`src/design/wtb_map.vh`:
```
// constants for the watchdog and time base block
`ifndef WTB_MAP_VH
`define WTB_MAP_VH

// shared chain: 8-stage divider then 7-bit prescaler
`define WTB_DIV_STAGES   8
`define WTB_PRE_BITS     7
`define WTB_CHAIN_W      15
`define WTB_CHAIN_RST    15'h0000

// instruction clock is system clock over four
`define WTB_IDIV_W       2
`define WTB_IDIV_LAST    2'h3

// clock source selection codes
`define WTB_SRC_WDTOSC   2'h0
`define WTB_SRC_INSTR    2'h1
`define WTB_SRC_RTC      2'h2

// time-out exponent bases (selector 0 means 2^12)
`define WTB_TO_BASE      4'hC
// lcd and buzzer tap exponent base (selector 0 means 2^2)
`define WTB_TAP_BASE     4'h2
`define WTB_LCD_MAX      3'h6
`define WTB_BUZ_MAX      3'h7

// time base request flag position and call vector
`define WTB_TBF_BIT      5
`define WTB_TB_VECTOR    8'h14
// fast start-up bit position in the rtc control register
`define WTB_FAST_XTAL_STARTUP_BIT_BIT     4

// reset values of flags and state
`define WTB_FLAG_RST     1'b0
`define WTB_FAST_XTAL_STARTUP_BIT_RST     1'b0

`endif

```
`src/design/wtb_core.v`:
```
// watchdog, shared divider chain, time base, lcd and buzzer taps
`timescale 1ns/1ps
`include "wtb_map.vh"

module wtb_core (
  // clock and reset
  input  wire       sys_clk_i,
  input  wire       rst_n_i,
  // oscillator ticks, one-cycle pulses
  input  wire       wdt_osc_tick_i,
  input  wire       rtc_osc_tick_i,
  // configuration options
  input  wire       wdt_enable_i,
  input  wire       wdt_osc_enable_i,
  input  wire [1:0] src_sel_i,
  input  wire [1:0] wdt_div_sel_i,
  input  wire [1:0] tb_div_sel_i,
  input  wire [2:0] lcd_div_sel_i,
  input  wire [2:0] buz_div_sel_i,
  input  wire       clear_mode_paired_i,
  input  wire       rtc_is_sys_clk_i,
  // cpu instruction strobes
  input  wire       single_dog_clear_instr_i,
  input  wire       first_half_dog_clear_i,
  input  wire       second_half_dog_clear_i,
  input  wire       sleep_instr_i,
  input  wire       wake_i,
  input  wire       external_reset_pin_n_i,
  // time base interrupt side
  input  wire       tick_irq_enable_i,
  input  wire       stack_full_i,
  input  wire       tick_ack_i,
  input  wire       tick_flag_clr_i,
  // rtc control register bit write
  input  wire       rtc_control_reg_wr_i,
  input  wire [7:0] rtc_control_reg_data_i,
  // status and resets
  output wire       timeout_status_flag_o,
  output wire       powerdown_status_flag_o,
  output wire       full_reset_o,
  output wire       warm_reset_o,
  output wire       sleeping_o,
  // time base request
  output wire       tick_request_flag_o,
  output wire       tick_call_o,
  output wire [7:0] tick_vector_o,
  // clock taps and oscillator control
  output wire       lcd_clk_o,
  output wire       buzzer_clk_o,
  output wire       sys_osc_run_o,
  output wire       fast_xtal_startup_bit_o
);

  //////////////////////////////////////////////////////////////////////////////
  // state

  reg  [`WTB_IDIV_W-1:0]  idiv_q;
  reg  [`WTB_CHAIN_W-1:0] chain_q;
  reg  [`WTB_CHAIN_W-1:0] chain_d;
  reg                     sleeping_q;
  reg                     to_flag_q;
  reg                     pd_flag_q;
  reg                     first_seen_q;
  reg                     second_seen_q;
  reg                     tick_flag_q;
  reg                     full_rst_q;
  reg                     warm_rst_q;
  reg                     lcd_clk_q;
  reg                     buz_clk_q;
  reg                     fast_xtal_startup_bit_q;
  reg                     src_tick;
  wire                    instr_tick;
  wire [`WTB_CHAIN_W:0]   ones_upto;
  wire                    dog_overflow;
  wire                    tb_overflow;
  wire                    sw_clear;
  wire                    dog_clear;
  wire                    pair_done;
  wire [3:0]              dog_exp;
  wire [3:0]              tb_exp;
  wire [3:0]              lcd_exp;
  wire [3:0]              buz_exp;
  wire                    sleep_now;

  //////////////////////////////////////////////////////////////////////////////
  // instruction clock

  // instr clock frozen with system clock in sleep
  always @(posedge sys_clk_i or negedge rst_n_i) begin
    if (!rst_n_i) begin
      idiv_q <= {`WTB_IDIV_W{1'b0}};
    end else if (!sleeping_q) begin
      idiv_q <= idiv_q + {{(`WTB_IDIV_W-1){1'b0}}, 1'b1};
    end
  end

  // no instruction tick in sleep, so this source gives no watchdog
  // cover there; an oscillator source is the one to pick for that
  assign instr_tick = !sleeping_q && (idiv_q == `WTB_IDIV_LAST);

  //////////////////////////////////////////////////////////////////////////////
  // source selection

  // code 3 picks nothing, so the chain then holds still
  // pick one of three counting sources
  always @* begin
    case (src_sel_i)
      // rc oscillator gated by its enable option
      `WTB_SRC_WDTOSC: src_tick = wdt_osc_tick_i & wdt_osc_enable_i;
      `WTB_SRC_INSTR:  src_tick = instr_tick;
      // 32k oscillator keeps counting in sleep
      `WTB_SRC_RTC:    src_tick = rtc_osc_tick_i;
      default:         src_tick = 1'b0;
    endcase
  end

  //////////////////////////////////////////////////////////////////////////////
  // shared divider chain

  // a 2^n stage overflows on the tick that finds the low n bits all
  // ones; one and-chain serves the watchdog and the time base alike
  // running and-chain: ones_upto[k] set when low k bits all ones
  assign ones_upto[0] = 1'b1;
  genvar gi;
  generate
    for (gi = 0; gi < `WTB_CHAIN_W; gi = gi + 1) begin : g_ones
      assign ones_upto[gi+1] = ones_upto[gi] & chain_q[gi];
    end
  endgenerate

  // exponents of the selected divisions
  // lcd codes above 6 would pass 2^8, so they are held at 6;
  // buzzer codes 0..7 map straight onto 2^2..2^9
  assign dog_exp = `WTB_TO_BASE + {2'h0, wdt_div_sel_i};
  assign tb_exp  = `WTB_TO_BASE + {2'h0, tb_div_sel_i};
  assign lcd_exp = `WTB_TAP_BASE
                 + {1'b0, (lcd_div_sel_i > `WTB_LCD_MAX) ? `WTB_LCD_MAX : lcd_div_sel_i};
  assign buz_exp = `WTB_TAP_BASE + {1'b0, buz_div_sel_i};

  // watchdog ends every 2^n source ticks
  // no time-out while the option disables it
  assign dog_overflow = wdt_enable_i && src_tick && ones_upto[dog_exp];
  // time base period 2^n source ticks
  assign tb_overflow  = src_tick && ones_upto[tb_exp];

  assign pair_done = (first_seen_q | first_half_dog_clear_i)
                   & (second_seen_q | second_half_dog_clear_i);
  // clear instructions do nothing when disabled
  assign sw_clear  = wdt_enable_i
                   && (clear_mode_paired_i ? pair_done : single_dog_clear_instr_i);
  // halt ignored while asleep or while the pin holds reset, so the
  // flags follow the sleep state exactly
  assign sleep_now = sleep_instr_i && !sleeping_q && external_reset_pin_n_i;
  // pin, clear instruction or sleep restart count
  assign dog_clear = !external_reset_pin_n_i || sw_clear || sleep_now;

  // 15-bit chain advanced by the source tick
  // a clear wins over a tick in the same cycle
  always @* begin
    chain_d = chain_q;
    if (dog_clear) begin
      chain_d = `WTB_CHAIN_RST;
    end else if (src_tick) begin
      chain_d = chain_q + {{(`WTB_CHAIN_W-1){1'b0}}, 1'b1};
    end
  end

  always @(posedge sys_clk_i or negedge rst_n_i) begin
    if (!rst_n_i) begin
      chain_q <= `WTB_CHAIN_RST;
    end else begin
      chain_q <= chain_d;
    end
  end

  //////////////////////////////////////////////////////////////////////////////
  // paired clear tracking

  // remember halves until the pair completes
  // halves are dropped on leaving paired mode, so a stale first
  // half cannot pair with a second half much later
  always @(posedge sys_clk_i or negedge rst_n_i) begin
    if (!rst_n_i) begin
      first_seen_q  <= 1'b0;
      second_seen_q <= 1'b0;
    end else if (!wdt_enable_i || !clear_mode_paired_i || pair_done) begin
      first_seen_q  <= 1'b0;
      second_seen_q <= 1'b0;
    end else begin
      if (first_half_dog_clear_i) begin
        first_seen_q <= 1'b1;
      end
      if (second_half_dog_clear_i) begin
        second_seen_q <= 1'b1;
      end
    end
  end

  //////////////////////////////////////////////////////////////////////////////
  // sleep state and reset pulses

  // sleep entered on halt, left on wake, pin or overflow
  always @(posedge sys_clk_i or negedge rst_n_i) begin
    if (!rst_n_i) begin
      sleeping_q <= 1'b0;
    end else if (sleeping_q) begin
      if (wake_i || dog_overflow || !external_reset_pin_n_i) begin
        sleeping_q <= 1'b0;
      end
    end else if (sleep_instr_i && external_reset_pin_n_i) begin
      sleeping_q <= 1'b1;
    end
  end

  // one-cycle reset requests toward the core
  // registered so the core sees a clean pulse; sleeping_q at the
  // overflow edge decides between the full and the warm kind
  always @(posedge sys_clk_i or negedge rst_n_i) begin
    if (!rst_n_i) begin
      full_rst_q <= 1'b0;
      warm_rst_q <= 1'b0;
    end else begin
      // overflow while running resets the device
      full_rst_q <= dog_overflow && !sleeping_q;
      // overflow in sleep clears only pc and sp
      warm_rst_q <= dog_overflow && sleeping_q;
    end
  end

  //////////////////////////////////////////////////////////////////////////////
  // status flags

  // overflow set wins over any clear in the same cycle
  // the pin leaves both flags alone, so software can still tell
  // a pin reset from a time-out afterwards
  always @(posedge sys_clk_i or negedge rst_n_i) begin
    if (!rst_n_i) begin
      to_flag_q <= `WTB_FLAG_RST;
      pd_flag_q <= `WTB_FLAG_RST;
    end else begin
      if (dog_overflow) begin
        to_flag_q <= 1'b1;
      end else if (sw_clear || sleep_now) begin
        to_flag_q <= 1'b0;
      end
      // halt sets powerdown, clear instruction drops it
      if (sleep_now) begin
        pd_flag_q <= 1'b1;
      end else if (sw_clear) begin
        pd_flag_q <= 1'b0;
      end
    end
  end

  //////////////////////////////////////////////////////////////////////////////
  // time base request

  // tick sets request, service or software clears
  // a tick and an ack in one cycle leave the request set
  always @(posedge sys_clk_i or negedge rst_n_i) begin
    if (!rst_n_i) begin
      tick_flag_q <= `WTB_FLAG_RST;
    end else if (tb_overflow) begin
      tick_flag_q <= 1'b1;
    end else if (tick_ack_i || tick_flag_clr_i) begin
      tick_flag_q <= 1'b0;
    end
  end

  // call to 14H when enabled and stack has room
  assign tick_call_o   = tick_flag_q && tick_irq_enable_i && !stack_full_i;
  assign tick_vector_o = `WTB_TB_VECTOR;

  //////////////////////////////////////////////////////////////////////////////
  // clock taps

  // square wave at source over 2^n is chain bit n-1
  // taps lag the chain by one clock and keep a 50/50 duty; any
  // watchdog clear also restarts their phase
  always @(posedge sys_clk_i or negedge rst_n_i) begin
    if (!rst_n_i) begin
      lcd_clk_q <= 1'b0;
      buz_clk_q <= 1'b0;
    end else begin
      lcd_clk_q <= chain_q[lcd_exp - 4'h1];
      buz_clk_q <= chain_q[buz_exp - 4'h1];
    end
  end

  //////////////////////////////////////////////////////////////////////////////
  // rtc fast start-up bit

  // software sets and later clears fast start-up
  // only the fast start-up bit of the written byte is kept here
  always @(posedge sys_clk_i or negedge rst_n_i) begin
    if (!rst_n_i) begin
      fast_xtal_startup_bit_q <= `WTB_FAST_XTAL_STARTUP_BIT_RST;
    end else if (rtc_control_reg_wr_i) begin
      fast_xtal_startup_bit_q <= rtc_control_reg_data_i[`WTB_FAST_XTAL_STARTUP_BIT_BIT];
    end
  end

  //////////////////////////////////////////////////////////////////////////////
  // outputs

  assign timeout_status_flag_o   = to_flag_q;
  assign powerdown_status_flag_o = pd_flag_q;
  assign full_reset_o            = full_rst_q;
  assign warm_reset_o            = warm_rst_q;
  assign sleeping_o              = sleeping_q;
  assign tick_request_flag_o     = tick_flag_q;
  assign lcd_clk_o               = lcd_clk_q;
  assign buzzer_clk_o            = buz_clk_q;
  // system osc stops in sleep unless it is the 32k one
  // the 32k one must keep going, as it also feeds the chain
  assign sys_osc_run_o           = !sleeping_q || rtc_is_sys_clk_i;
  assign fast_xtal_startup_bit_o = fast_xtal_startup_bit_q;

endmodule

```
`config.mk`:
```
export PLATFORM = sky130hd
export DESIGN_NAME = wtb_core
export DESIGN_NICKNAME = d
export VERILOG_FILES = /design/src/design/wtb_core.v
export VERILOG_INCLUDE_DIRS = /design/src /design/src/design
export SDC_FILE = /design/constraint.sdc
export NUM_CORES = 1
export LEC_CHECK = 0
export ABC_AREA = 0
export BUFFER_PORTS_ARGS = -buffer_cell sky130_fd_sc_hd__buf_4
export CAP_MARGIN = 20
export CELL_PAD_IN_SITES_DETAIL_PLACEMENT = 1
export CELL_PAD_IN_SITES_GLOBAL_PLACEMENT = 1
export CORE_MARGIN = 3
export CORE_UTILIZATION = 37
export CTS_CLUSTER_SIZE = 28
export DETAILED_ROUTE_END_ITERATION = 12
export GPL_ROUTABILITY_DRIVEN = 0
export PLACE_DENSITY = 0.91
export REMOVE_ABC_BUFFERS = 1
export SLEW_MARGIN = 15
export SYNTH_ARGS = -nofsm -noshare
export SYNTH_HDL_FRONTEND = slang
export SYNTH_SLANG_ARGS = --single-unit
```
`constraint.sdc`:
```
create_clock -name sys_clk_i -period 2.2 [get_ports sys_clk_i]
set_input_delay 0.22 -clock sys_clk_i [delete_from_list [all_inputs] [get_ports sys_clk_i]]
set_output_delay 0.22 -clock sys_clk_i [all_outputs]
set_load 0.005 [all_outputs]
```
# Word level (Yosys, flattened, before mapping)
# Index checks and enable logic that the tools add are counted.
# op_classes
n_lt_le_gt_ge	5
n_mux	26
eq_ne	3
reduce_logical	33
addsub	8
n_bitwise	18
# op_table
operator	count
15-bit two-way mux	2
4-bit by 5-bit < comparator with 1-bit output, second input constant	4
1-bit two-way mux	18
1-bit AND	16
1-bit binary-select mux with 4-bit select	4
15-bit by 1-bit adder with 15-bit output, second input constant	1
1-bit logical AND	12
2-bit nonzero test	6
1-bit logical OR	9
2-bit by 3-bit adder with 4-bit output, first input constant	2
3-bit by 3-bit adder with 4-bit output, first input constant	2
4-bit by 1-bit subtractor with 4-bit output, second input constant	2
1-bit logical NOT	5
2-bit == test, second input constant	2
3-bit greater-than comparator, second input constant	1
3-bit two-way mux	1
1-bit one-hot mux with 3 select lines	1
2-bit by 1-bit adder with 2-bit output, second input constant	1
2-bit by 1-bit == test with 1-bit output, second input constant	1
2-bit logical NOT	1
1-bit bitwise OR	2
# word_totals
out_inout_bits	19
word_cells	106
ff_bits	28

# Depth between registers and ports, before layout
# Gate-level depths: netlist (run 1).
# depth
word_depth	21
mapped_depth	6

# Worst setup path before layout (run 1)
# Ideal clock, no wire load.
# synth_path
path_kind	register to register
startpoint	register sleeping_q (netlist: sleeping_o)
endpoint	register chain_q[13]
stages_incl_launch_ff	7
period_less_slack_ns	2.075
setup_time_ns	0.078
t_arrival_ns	1.997
setup_slack_ns	0.125
path_cell_list	dfrtp_1 > buf_6 > or3b_4 > a2111o_1 > buf_6 > or4_1 > a21oi_1
# synth_via
elab_chain_cells	5
elab_cells_between_ends	8
# synth_lines
element	line	text
start, declared	wtb_core.v:60	reg sleeping_q;
start signal, assigned	wtb_core.v:205	sleeping_q <= 1'b0;
start signal, assigned	wtb_core.v:208	sleeping_q <= 1'b0;
start signal, assigned	wtb_core.v:211	sleeping_q <= 1'b1;
1-bit logical NOT (*)	wtb_core.v:99, wtb_core.v:153	
branches (longest 4 deep; another with 1-bit one-hot mux with 3 select lines)	-	
end signal, assigned	wtb_core.v:170	chain_q <= `WTB_CHAIN_RST;
end signal, assigned	wtb_core.v:172	chain_q <= chain_d;
end, declared	wtb_core.v:58	reg [`WTB_CHAIN_W-1:0] chain_q;
# Mark *: on every way between the ends.
# A chain may end at the register's enable or synchronous reset.

# Worst setup path in the final report (run 1)
# layout_path
startpoint	register idiv_q[0]
endpoint	register chain_q[7]
# layout_via
elab_chain_cells	4
# layout_lines
element	line	text
start, declared	wtb_core.v:57	reg [`WTB_IDIV_W-1:0] idiv_q;
start signal, assigned	wtb_core.v:91	idiv_q <= {`WTB_IDIV_W{1'b0}};
start signal, assigned	wtb_core.v:93	idiv_q <= idiv_q + {{(`WTB_IDIV_W-1){1'b0}}, 1'b1};
2-bit == test (no line)	-	
1-bit logical AND	wtb_core.v:99	assign instr_tick = !sleeping_q && (idiv_q == `WTB_IDIV_LAST);
1-bit one-hot mux with 3 select lines	wtb_core.v:107	case (src_sel_i)
2-bit nonzero test (no line)	-	
# No other way between the ends.

==> reports/summary.log, run 1 <==
INFO  run_status     result_of_the_run=completed
INFO  synthesis      seq_area_frac_synth=41.3%
INFO  setup_path     crit_buf_inv=1
INFO  global_routing grt.overflow.total=0
INFO  setup_path     critical-path-slowest-cell=sky130_fd_sc_hd__a2111o_1
INFO  detailed_routing vias_per_cell=5.67
INFO  cts            ctsRootBufferMaster=sky130_fd_sc_hd__clkbuf_8
INFO  global_routing global_route_wire_length_before_repair=7730um
INFO  sta            max_slew_margin=61.6%
INFO  setup_path     worst_path_dominant_cell_family=simple AND/OR/NAND/NOR gates
INFO  final_layout   layout-area-overhead-vs-synth=25.7%
INFO  final_layout   antenna_cells=0
INFO  final_layout   drive_gt1_share=29.4%
INFO  placement      pre_cts_slack=-39.5ps
INFO  cts            insertion_delay=280ps
INFO  die            pin_count=58
INFO  detailed_routing wl_per_cell=17.6um
INFO  setup_path     timing.critical_path.fanout_max=8
INFO  setup_path     reg2regPathDepth=6
INFO  die            die_x=73.7um
INFO  synthesis      syn-cell-area=0.00170mm2
INFO  setup_path     startpoint=idiv_q[0]$_DFFE_PN0N_
INFO  cts            clock_tree_from_tritoncts=done
INFO  setup_path     crit_path_max_incr_delay=520ps
INFO  detailed_routing totalWireLength=4730um
INFO  setup_path     worst_r2r_startpoint=idiv_q[0]$_DFFE_PN0N_
INFO  sta            max_freq=458MHz
INFO  detailed_routing first_pass_iteration_count_of_the_detailed_router=4
INFO  cts            clk_path_buf_depth=2
INFO  die            die_footprint=0.00543mm2
INFO  cts            htree_levels=1
INFO  die            design.core.area=0.00420mm2
INFO  die            std_cell_rows=23
INFO  sta            final_worst_path_period_need=2180ps
INFO  synthesis      synth_ff_type=sky130_fd_sc_hd__dfrtp_1
INFO  sta            unrepaired_setup_endpoints_after_global_routing=yes
INFO  setup_path     cp_num_cells=6
INFO  sta            tightest_slew=570ps
INFO  die            initial_core_util=40.4%
INFO  setup_path     required=2410ps
INFO  cts            cts_resized=0
INFO  setup_path     timing.critical_path.to_type=flop
INFO  cts            cts_inserted_buffers=3
INFO  setup_path     setup.worst_path.start_class=flop
INFO  global_routing grt_pass1_vias=1638
INFO  detailed_routing drtIter0Drc=86
INFO  sta            timing_hold_violations_final=0
INFO  hold_path      hold_path.startpoint=second_half_dog_clear_i
INFO  sta            timing.final.crit_share=99.2%
INFO  synthesis      yosys.cell_types.count=45
INFO  final_layout   fin_area=0.00213mm2
INFO  sta            finalWorstSetupSlack=17.0ps
INFO  sta            finalSetupViolations=0
INFO  synthesis      synth_edf_count=0
INFO  global_routing grt_start_max_net_pins=29
INFO  setup_path     critical_path.cell_chain=ha_1 -> or3b_4 -> a2111o_1 -> buf_4 -> or3_1 -> a21oi_1
INFO  detailed_routing drt_drc_violations_left=0
INFO  placement      dp_hpwl=3630um
INFO  die            floorplan.die.height=73.7um
INFO  cts            clock_sink_count=28
INFO  power          worst_ir_drop_vdd=0.500mV
INFO  power          powerDensity=568mW/mm2
INFO  cts            path_clk_slew=100ps
INFO  synthesis      synth.yosys.warnings=0
INFO  global_routing antenna_violations_before_repair=0
INFO  flow_run       drv.max_cap_violation_count=0
INFO  hold_path      min-delay-path-class=in2reg
INFO  final_layout   nets=263
INFO  placement      io_buffers=42
INFO  synthesis      postSynthAreaPerCell=9.86um2
INFO  detailed_routing dr_total_vias=1519
INFO  placement      post_dp_cell_area=0.00203mm2
INFO  synthesis      async_flop_share=100%
INFO  sta            timing.setup.tns=0ps
INFO  sta            drv_slew=0
INFO  hold_path      whs_path_depth=2
INFO  global_routing globalRouteTotalUtil=18.4%
INFO  detailed_routing ant_nets=0
INFO  synthesis      post_synth_inst_count=172
INFO  power          power.static_leakage=0.000957uW
INFO  setup_path     type_of_the_setup_path_with_the_least_slack=reg2reg
INFO  synthesis      synth.ff_latch_count=28
INFO  setup_path     arrival=2390ps
INFO  sta            final.setup_skew=6.16ps
## area by class of cell
| type | count | area, um2 |
|---|---|---|
| clock buffers | 3 | 41.3 |
| multi-input cells | 130 | 898 |
| inverters | 6 | 22.5 |
| well taps | 50 | 62.6 |
| fillers | 492 | 2070 |
| flip-flops and latches | 28 | 701 |
| clock inverters | 1 | 30.0 |
| repair buffers | 50 | 378 |
## placed cells by master, fill, tap and decap left out, types with 2 or more instances in the layout
master and instances:
sky130_fd_sc_hd__a21oi_1 10, sky130_fd_sc_hd__conb_1 8, sky130_fd_sc_hd__nand3_1 8, sky130_fd_sc_hd__inv_1 6
sky130_fd_sc_hd__or4_1 2, sky130_fd_sc_hd__ha_1 5, sky130_fd_sc_hd__or3_1 7, sky130_fd_sc_hd__a2111o_1 2
sky130_fd_sc_hd__mux2i_1 4, sky130_fd_sc_hd__or2b_1 2, sky130_fd_sc_hd__nor2b_1 4, sky130_fd_sc_hd__mux2_2 3
sky130_fd_sc_hd__clkbuf_8 3, sky130_fd_sc_hd__nor4_1 2, sky130_fd_sc_hd__dfrtp_1 28, sky130_fd_sc_hd__o31ai_1 3
sky130_fd_sc_hd__xnor2_1 4, sky130_fd_sc_hd__nand2_1 11, sky130_fd_sc_hd__nand4_1 3, sky130_fd_sc_hd__mux4_2 4
sky130_fd_sc_hd__and4_1 2, sky130_fd_sc_hd__buf_4 49, sky130_fd_sc_hd__nor2_1 13, sky130_fd_sc_hd__o21ai_0 13
## where the power goes
| part | total (uW) | leakage (uW) | internal [uW] | switching [uW] |
|---|---|---|---|---|
| logic | 237 | 0.000542 | 132 | 105 |
| clock network | 413 | 0.0000357 | 244 | 169 |
| registers | 561 | 0.000380 | 544 | 17.1 |
## per-stage QoR
stage	total power [uW]	util [%]	hold WS, ps	instances
after floorplan	684	-	-75.6	164
after global placement	782	48.3	167	260
after detailed placement	798	48.3	169	260
after CTS	1210	50.2	102	265
after global routing	1270	50.8	105	268
final	1210	50.8	106	268
## worst paths after layout
check	end	slack (ps)
min in group asynchronous	chain_q[5]$_DFFE_PN0P_	390
max	chain_q[7]$_DFFE_PN0P_	20
max in group asynchronous	chain_q[10]$_DFFE_PN0P_	1540
min reg2reg	first_seen_q$_DFFE_PN0P_	480
max reg2reg	chain_q[7]$_DFFE_PN0P_	20
min	first_seen_q$_DFFE_PN0P_	110
## kinds of logic after synthesis
group | synth area share, %
xor gates and xnor gates | 2.58
and+or+nand+nor | 19.0
muxes | 9.66
adders and majority gates | 3.69
AOI/OAI and AO/OA | 16.2
DFF | 41.3
buffers and inverters | 7.08
other | 0.443
## flip-flops by register name, summed over array words and instances (netlist names)
| name | cells |
|---|---|
| buzzer_clk_o | 1 |
| chain_q | 15 |
| fast_xtal_startup_bit_o | 1 |
| first_seen_q | 1 |
| full_reset_o | 1 |
| idiv_q | 2 |
| lcd_clk_o | 1 |
| powerdown_status_flag_o | 1 |
| second_seen_q | 1 |
| sleeping_o | 1 |
| tick_request_flag_o | 1 |
| timeout_status_flag_o | 1 |
| warm_reset_o | 1 |
## routing by layer
metal  global-route usage (%)  share of wire [%]
met3                     3.69                5.5
met2                     33.8                 53
met4                     7.24                3.0
met1                     20.7                 38
met5                        0                  0
## synth_stat cells (all sizes together) (2+ instances only)
library cell  instances  area share [%]
clkbuf                4            0.88
or2b                  2            0.88
mux2                  3             2.0
mux4                  4             5.3
a2111o                2             1.3
a211oi                2             1.2
o31ai                 3             1.3
nand4                 3             1.1
nor2b                 4             1.5
xnor2                 4             2.1
a21oi                10             2.9
nor4                  2            0.74
o21ai                14             4.1
buf                  10             4.9
inv                   6             1.3
ha                    5             3.7
nand3                 8             2.4
nand2                11             2.4
conb                  2            0.44
or4                   2            0.88
nor2                 13             2.9
mux2i                 4             2.4
and4                  2             1.0
or3                   7             2.6
dfrtp                28              41
## repair_timing
item	4_1_cts	5_1_grt
setup endpoints to repair	3	7
pin swaps	1	0
buffers inserted	0	3
hold endpoints to repair	28	0
hold buffers	1	0
## worst reg2reg max path, delay by kind of cell (launching register included)
family / cells / cell delay, ps
flops: 1 / 360
compound gates: 2 / 690
buf+inv: 1 / 210
simple gates: 2 / 700
fa+ha+maj: 1 / 150
Power figures use the tool's default switching activity.
==> run 2: changes to the inputs <==
--- a/config.mk
+++ b/config.mk
@@ -18,6 +18,7 @@
 export GPL_ROUTABILITY_DRIVEN = 0
 export PLACE_DENSITY = 0.91
 export REMOVE_ABC_BUFFERS = 1
+export SETUP_SLACK_MARGIN = 0.2
 export SLEW_MARGIN = 15
 export SYNTH_ARGS = -nofsm -noshare
 export SYNTH_HDL_FRONTEND = slang
==> run 2 against run 1 <==
Utilization increased by 0.36 points. Largest cell class unchanged. Sequential power about the same. Maximum frequency increased by 1.1%. Via count decreased by 0.59%. Highest routed layer unchanged. Critical endpoint is now chain_q[5]$_DFFE_PN0P_. Register-to-register slack improved by 20 ps.
==> reports/summary.log, run 2 (same netlist as run 1, synthesis figures left out) <==
INFO  run_status     result_of_the_run=completed
INFO  setup_path     timing.critical_path.to_type=flop
INFO  detailed_routing dr_total_vias=1510
INFO  detailed_routing first_pass_iteration_count_of_the_detailed_router=4
INFO  cts            clk_path_buf_depth=2
INFO  die            floorplan.die.height=73.7um
INFO  sta            final_worst_path_period_need=2160ps
INFO  power          internal-power=925uW
INFO  cts            insertion_delay=280ps
INFO  hold_path      min-delay-path-class=in2reg
INFO  global_routing grt_start_max_net_pins=29
INFO  final_layout   largestRegisters=chain_q: 15 flops, idiv_q: 2 flops
INFO  setup_path     type_of_the_setup_path_with_the_least_slack=reg2reg
INFO  setup_path     cp_num_cells=6
INFO  cts            htree_levels=1
INFO  detailed_routing wl_per_cell=17.5um
INFO  global_routing globalRouteTotalUtil=18.7%
INFO  final_layout   layout.cells.non_filler=270
INFO  setup_path     crit_buf_inv=1
INFO  cts            clock_sink_count=28
INFO  final_layout   leading_cell_type_in_the_layout_fill_and_taps_excluded=sky130_fd_sc_hd__buf_4
INFO  die            std_cell_rows=23
INFO  sta            finalSetupViolations=0
INFO  final_layout   largest_register_ff_count=15
INFO  final_layout   final_util=51.1%
INFO  setup_path     critical_path.cell_chain=ha_1 -> or3b_4 -> a2111o_1 -> buf_4 -> or3_1 -> a21oi_1
INFO  hold_path      whs_path_depth=2
INFO  cts            cts_inserted_buffers=3
INFO  sta            final.setup_skew=4.05ps
INFO  cts            path_clk_slew=100ps
INFO  setup_path     timing.critical_path.fanout_max=7
INFO  detailed_routing vias_per_cell=5.59
INFO  cts            clock_tree_from_tritoncts=done
INFO  sta            tightest_slew=562ps
INFO  global_routing antenna_violations_before_repair=0
INFO  power          worst_ir_drop_vdd=0.496mV
INFO  sta            max_freq=463MHz
INFO  sta            timing_hold_violations_final=0
INFO  power          power_frac_seq=46.4%
INFO  detailed_routing met3_wirelength_from_detailed_routing=196um
INFO  final_layout   layout.filler_cells=494
INFO  setup_path     critical-path-slowest-cell=sky130_fd_sc_hd__a2111o_1
INFO  setup_path     worst_path_dominant_cell_family=simple AND/OR/NAND/NOR gates
INFO  die            die_footprint=0.00543mm2
INFO  sta            timing.final.crit_share=98.2%
INFO  sta            drv_slew=0
INFO  sta            max_slew_margin=62.2%
INFO  placement      placedCellCount=260
INFO  placement      dp_hpwl=3630um
INFO  setup_path     reg2regPathDepth=6
INFO  setup_path     arrival=2360ps
INFO  detailed_routing dr_wl_met2=2590um
INFO  placement      io_buffers=42
INFO  power          power_switching_share=23.6%
INFO  detailed_routing drt-met1-wl=1820um
INFO  die            initial_core_util=40.4%
INFO  global_routing global_route_wire_length_before_repair=7850um
INFO  cts            ctsRootBufferMaster=sky130_fd_sc_hd__clkbuf_8
INFO  power          switching_power=286uW
INFO  power          pwr-share-comb=20.0%
INFO  detailed_routing ant_nets=0
INFO  final_layout   antenna_cells=0
INFO  die            die_x=73.7um
INFO  setup_path     required=2400ps
INFO  setup_path     setup.worst_path.start_class=flop
INFO  setup_path     crit_path_max_incr_delay=500ps
INFO  die            pin_count=58
INFO  detailed_routing top_signal_layer_used=met4
INFO  detailed_routing drt_drc_violations_left=0
INFO  final_layout   layout-area-overhead-vs-synth=26.6%
INFO  setup_path     startpoint=idiv_q[0]$_DFFE_PN0N_
INFO  global_routing grt_pass1_vias=1661
INFO  final_layout   drive_gt1_share=30.0%
INFO  global_routing grt.overflow.total=0
INFO  power          powerDensity=564mW/mm2
INFO  setup_path     worst_r2r_startpoint=idiv_q[0]$_DFFE_PN0N_
INFO  final_layout   nets=265
INFO  die            design.core.area=0.00420mm2
INFO  detailed_routing totalWireLength=4720um
INFO  flow_run       drv.max_cap_violation_count=0
INFO  hold_path      hold_path.startpoint=second_half_dog_clear_i
INFO  detailed_routing drtIter0Drc=69
INFO  power          power.static_leakage=0.000966uW
INFO  power          share_clk_of_total_power=33.7%
INFO  sta            unrepaired_setup_endpoints_after_global_routing=yes
INFO  final_layout   top_register=chain_q
INFO  final_layout   layout_common_cells=51 x sky130_fd_sc_hd__buf_4, 28 x sky130_fd_sc_hd__dfrtp_1, 13 x sky130_fd_sc_hd__nor2_1, 13 x sky130_fd_sc_hd__o21ai_0, 11 x sky130_fd_sc_hd__nand2_1
-- run 2: worst paths after layout --
check | to | slack (ps)
max in group asynchronous | chain_q[10]$_DFFE_PN0P_ | 1540
worst max-delay path | chain_q[5]$_DFFE_PN0P_ | 40
worst max register to register | chain_q[5]$_DFFE_PN0P_ | 40
worst min register to register | first_seen_q$_DFFE_PN0P_ | 480
worst min-delay path | first_seen_q$_DFFE_PN0P_ | 110
min in group asynchronous | chain_q[5]$_DFFE_PN0P_ | 390
-- run 2: through the flow --
stage	cell area [um2]	hold WS (ps)	TNS (ps)	power [uW]	worst slack, ps
finish	2150	110	0	1210	40.6
global route	2150	105	-233	1280	-68.0
CTS	2150	102	0	1230	59.9
detailed placement	2030	169	-77.1	798	-39.5
global placement	2030	167	0	782	76.7
floorplan	1620	-75.6	0	684	122
-- run 2: final cells by class --
cell class / count / area (um2) / area share, %
clock buffers: 3 / 41.3 / 1.92
clock inverters: 1 / 30.0 / 1.40
inverters: 6 / 22.5 / 1.05
multi-input cells: 130 / 898 / 41.8
flip-flops and latches: 28 / 701 / 32.6
well taps: 50 / 62.6 / 2.91
repair buffers: 52 / 393 / 18.3
-- run 2: power groups by stage --
stage	combinational (uW)	clock, uW	sequential (uW)
after floorplan	112	0	572
after global placement	210	0	571
after CTS	247	423	562
after global routing	276	440	566
after detailed placement	223	0	575
final	242	408	561
-- run 2: worst reg2reg max path: stages, from the launching register on --
cell	delay (ps)
sky130_fd_sc_hd__dfrtp_1	360
sky130_fd_sc_hd__ha_1	150
sky130_fd_sc_hd__or3b_4	380
sky130_fd_sc_hd__a2111o_1	500
sky130_fd_sc_hd__buf_4	210
sky130_fd_sc_hd__or3_1	320
sky130_fd_sc_hd__a21oi_1	160
-- run 2: what timing repair did --
action,4_1_cts,5_1_grt
setup buffers,5,0
pin swaps,2,0
hold buffers,1,0
hold endpoints to repair,28,0
endpoints found under the setup margin,11,12
resized for setup,0,0
-- run 2: per-layer routing --
metal	up-vias	GRT usage (%)
met3	10	3.56
met2	39	34.4
met1	752	21.5
met5	-	0
met4	0	6.04
li1	709	-
==> run 3: changes to the inputs <==
--- a/config.mk
+++ b/config.mk
@@ -11,11 +11,11 @@
 export CAP_MARGIN = 20
 export CELL_PAD_IN_SITES_DETAIL_PLACEMENT = 1
 export CELL_PAD_IN_SITES_GLOBAL_PLACEMENT = 1
-export CORE_MARGIN = 3
 export CORE_UTILIZATION = 37
 export CTS_CLUSTER_SIZE = 28
 export DETAILED_ROUTE_END_ITERATION = 12
 export GPL_ROUTABILITY_DRIVEN = 0
+export HOLD_SLACK_MARGIN = 0.12
 export PLACE_DENSITY = 0.91
 export REMOVE_ABC_BUFFERS = 1
 export SETUP_SLACK_MARGIN = 0.2
==> constraint.sdc (replaced) <==
create_clock -name sys_clk_i -period 2.1 [get_ports sys_clk_i]
set_input_delay 0.21 -clock sys_clk_i [delete_from_list [all_inputs] [get_ports sys_clk_i]]
set_output_delay 0.21 -clock sys_clk_i [all_outputs]
set_load 0.005 [all_outputs]
==> run 3 against run 2 <==
The flow now finishes with violations (setup timing). Die area fell by 11%. Sequential power rose by 5.0%. Largest power group unchanged. Register-to-register slack got worse by 110 ps. Clock skew rose by 1.4 ps. Hold slack improved by 42 ps. Sequential cell count did not move. Worst setup slack got worse by 110 ps. First-iteration DRC count rose by 51%. Combinational power rose by 16%.
==> reports/summary.log, run 3 (same netlist as run 1, synthesis figures left out) <==
INFO  run_status     result_of_the_run=finished, violations left
INFO  run_status     violations_in_the_final_reports=setup timing
INFO  setup_path     worst_r2r_startpoint=idiv_q[0]$_DFFE_PN0N_
INFO  global_routing grt_start_max_net_pins=29
INFO  global_routing global_route_wire_length_before_repair=7940um
INFO  sta            final.setup_skew=5.44ps
INFO  setup_path     timing.critical_path.fanout_max=5
INFO  cts            ctsRootBufferMaster=sky130_fd_sc_hd__clkbuf_8
INFO  sta            timing.final.crit_share=103%
INFO  global_routing grt.overflow.total=0
INFO  hold_path      min-delay-path-class=in2reg
INFO  sta            finalWorstSetupSlack=-68.4ps
INFO  detailed_routing wl_per_cell=17.0um
INFO  setup_path     startpoint=idiv_q[0]$_DFFE_PN0N_
INFO  sta            unrepaired_setup_endpoints_after_global_routing=yes
INFO  placement      io_buffers=42
INFO  die            std_cell_rows=24
INFO  detailed_routing vias_per_cell=5.73
INFO  flow_run       drv.max_cap_violation_count=0
INFO  placement      dp_hpwl=3180um
INFO  setup_path     reg2regPathDepth=6
INFO  setup_path     required=2310ps
INFO  detailed_routing totalWireLength=4780um
INFO  global_routing grt_pass1_vias=1706
INFO  sta            drv_slew=0
INFO  setup_path     timing.critical_path.to_type=flop
INFO  power          worst_ir_drop_vdd=0.239mV
INFO  detailed_routing dr_total_vias=1609
INFO  sta            tightest_slew=770ps
INFO  setup_path     type_of_the_setup_path_with_the_least_slack=reg2reg
INFO  sta            max_freq=461MHz
INFO  global_routing gr_layer_usage_met2=35.8%
INFO  die            pin_count=58
INFO  cts            clk_path_buf_depth=2
INFO  setup_path     arrival=2380ps
INFO  cts            clock_tree_from_tritoncts=done
INFO  sta            final_worst_path_period_need=2170ps
INFO  final_layout   layout.cells.non_filler=281
INFO  sta            finalSetupViolations=4
INFO  final_layout   layout.filler_cells=520
INFO  final_layout   nets=274
INFO  final_layout   leading_cell_type_in_the_layout_fill_and_taps_excluded=sky130_fd_sc_hd__buf_4
INFO  sta            worst_hold_slack=151ps
INFO  detailed_routing first_pass_iteration_count_of_the_detailed_router=4
INFO  placement      placedCellCount=267
INFO  final_layout   largestRegisters=chain_q: 15 flops, idiv_q: 2 flops
INFO  final_layout   multiInputGateArea=951um2
INFO  final_layout   layout_common_cells=56 x sky130_fd_sc_hd__buf_4, 28 x sky130_fd_sc_hd__dfrtp_1, 13 x sky130_fd_sc_hd__nor2_1
INFO  final_layout   largest_register_ff_count=15
INFO  global_routing antenna_violations_before_repair=0
INFO  power          powerDensity=574mW/mm2
INFO  global_routing grt_use_met1=25.3%
INFO  detailed_routing drt_drc_violations_left=0
INFO  cts            insertion_delay=280ps
INFO  final_layout   top_register=chain_q
INFO  global_routing globalRouteTotalUtil=20.4%
INFO  detailed_routing drtIter0Drc=104
INFO  die            design.core.area=0.00438mm2
INFO  final_layout   area.sequential=701um2
INFO  sta            timing.setup.tns=-205ps
INFO  sta            timing_hold_violations_final=0
INFO  die            initial_core_util=38.7%
INFO  cts            clock_sink_count=28
INFO  cts            htree_levels=1
INFO  setup_path     setup.worst_path.start_class=flop
INFO  cts            cts_inserted_buffers=3
INFO  global_routing grt_most_used_layer=met2
INFO  sta            max_slew_margin=48.3%
INFO  setup_path     reg2reg_setup_slack=-70ps
INFO  detailed_routing ant_nets=0
INFO  die            die_x=69.7um
INFO  setup_path     cp-endpoint=chain_q[13]$_DFFE_PN0P_
INFO  final_layout   final_util=51.9%
INFO  setup_path     r2r-end=chain_q[13]$_DFFE_PN0P_
INFO  final_layout   fin_area=0.00227mm2
INFO  die            floorplan.die.height=69.7um
INFO  final_layout   drive_gt1_share=35.4%
INFO  power          power.static_leakage=0.00101uW
INFO  global_routing globalRouteMet3Util=3.05%
INFO  cts            path_clk_slew=100ps
INFO  placement      post_dp_cell_area=0.00207mm2
INFO  final_layout   layout-area-overhead-vs-synth=34.0%
INFO  die            die_footprint=0.00486mm2
INFO  final_layout   antenna_cells=0
## run 3: cell types whose count changed in the layout (fill, tap and decap cells not counted), sizes merged
cell / before / now
dlygate4sd3: 1 / 2
buf: 51 / 58
a2111o: 2 / 3
## run 3: worst min-delay path by stage
| stage | start | end | cells after the start |
|---|---|---|---|
| finish | rtc_control_reg_data_i[4] | fast_xtal_startup_bit_o$_DFFE_PN0P_ | 2 |
| global route | rtc_control_reg_data_i[4] | fast_xtal_startup_bit_o$_DFFE_PN0P_ | 2 |
| CTS | rtc_control_reg_data_i[4] | fast_xtal_startup_bit_o$_DFFE_PN0P_ | 2 |
| detailed placement | rst_n_i | first_seen_q$_DFFE_PN0P_ | 1 |
| global placement | rst_n_i | chain_q[8]$_DFFE_PN0P_ | 1 |
| floorplan | rst_n_i | buzzer_clk_o$_DFF_PN0_ | 0 |
## run 3: routing by layer
layer | part of all wire (%) | vias to the layer above | wire, um
met2 | 52 | 56 | 2510
met1 | 40 | 800 | 1930
met5 | 0 | - | 0
met3 | 4.8 | 17 | 228
met4 | 2.4 | 0 | 116
li1 | - | 736 | -
## run 3: layout make-up
class	count	share of cell area, %
clock inverters	1	1.32
repair buffers	60	20.4
flip-flops and latches	28	30.8
multi-input cells	131	41.8
inverters	6	0.991
well taps	52	2.86
clock buffers	3	1.82
## run 3: power by group
part           switching, uW  internal, uW  total [uW]
combinational            121           159         280
clock                    181           256         437
sequential              19.4           570         589
## run 3: worst max-delay path, stage by stage (launching register included)
cell	delay, ps
sky130_fd_sc_hd__dfrtp_1	360
sky130_fd_sc_hd__ha_1	140
sky130_fd_sc_hd__or3b_4	370
sky130_fd_sc_hd__a2111o_1	500
sky130_fd_sc_hd__buf_6	170
sky130_fd_sc_hd__or4_1	420
sky130_fd_sc_hd__a21oi_2	130
## run 3: metrics by stage
step | setup WS [ps] | total power [uW]
6_report | -68.4 | 1310
5_1_grt | -160 | 1370
4_1_cts | -22.1 | 1300
3_5_place_dp | -109 | 847
3_3_place_gp | -48.5 | 833
2_1_floorplan | 22.3 | 717
## run 3: repair_timing
| item | in CTS | in global routing |
|---|---|---|
| cloned | 1 | 0 |
| buffers inserted | 6 | 1 |
| hold buffers | 2 | 0 |
| endpoints found under the setup margin | 15 | 19 |
| gates resized for setup | 6 | 6 |
| hold endpoints to repair | 29 | 0 |
| pin swaps | 4 | 1 |
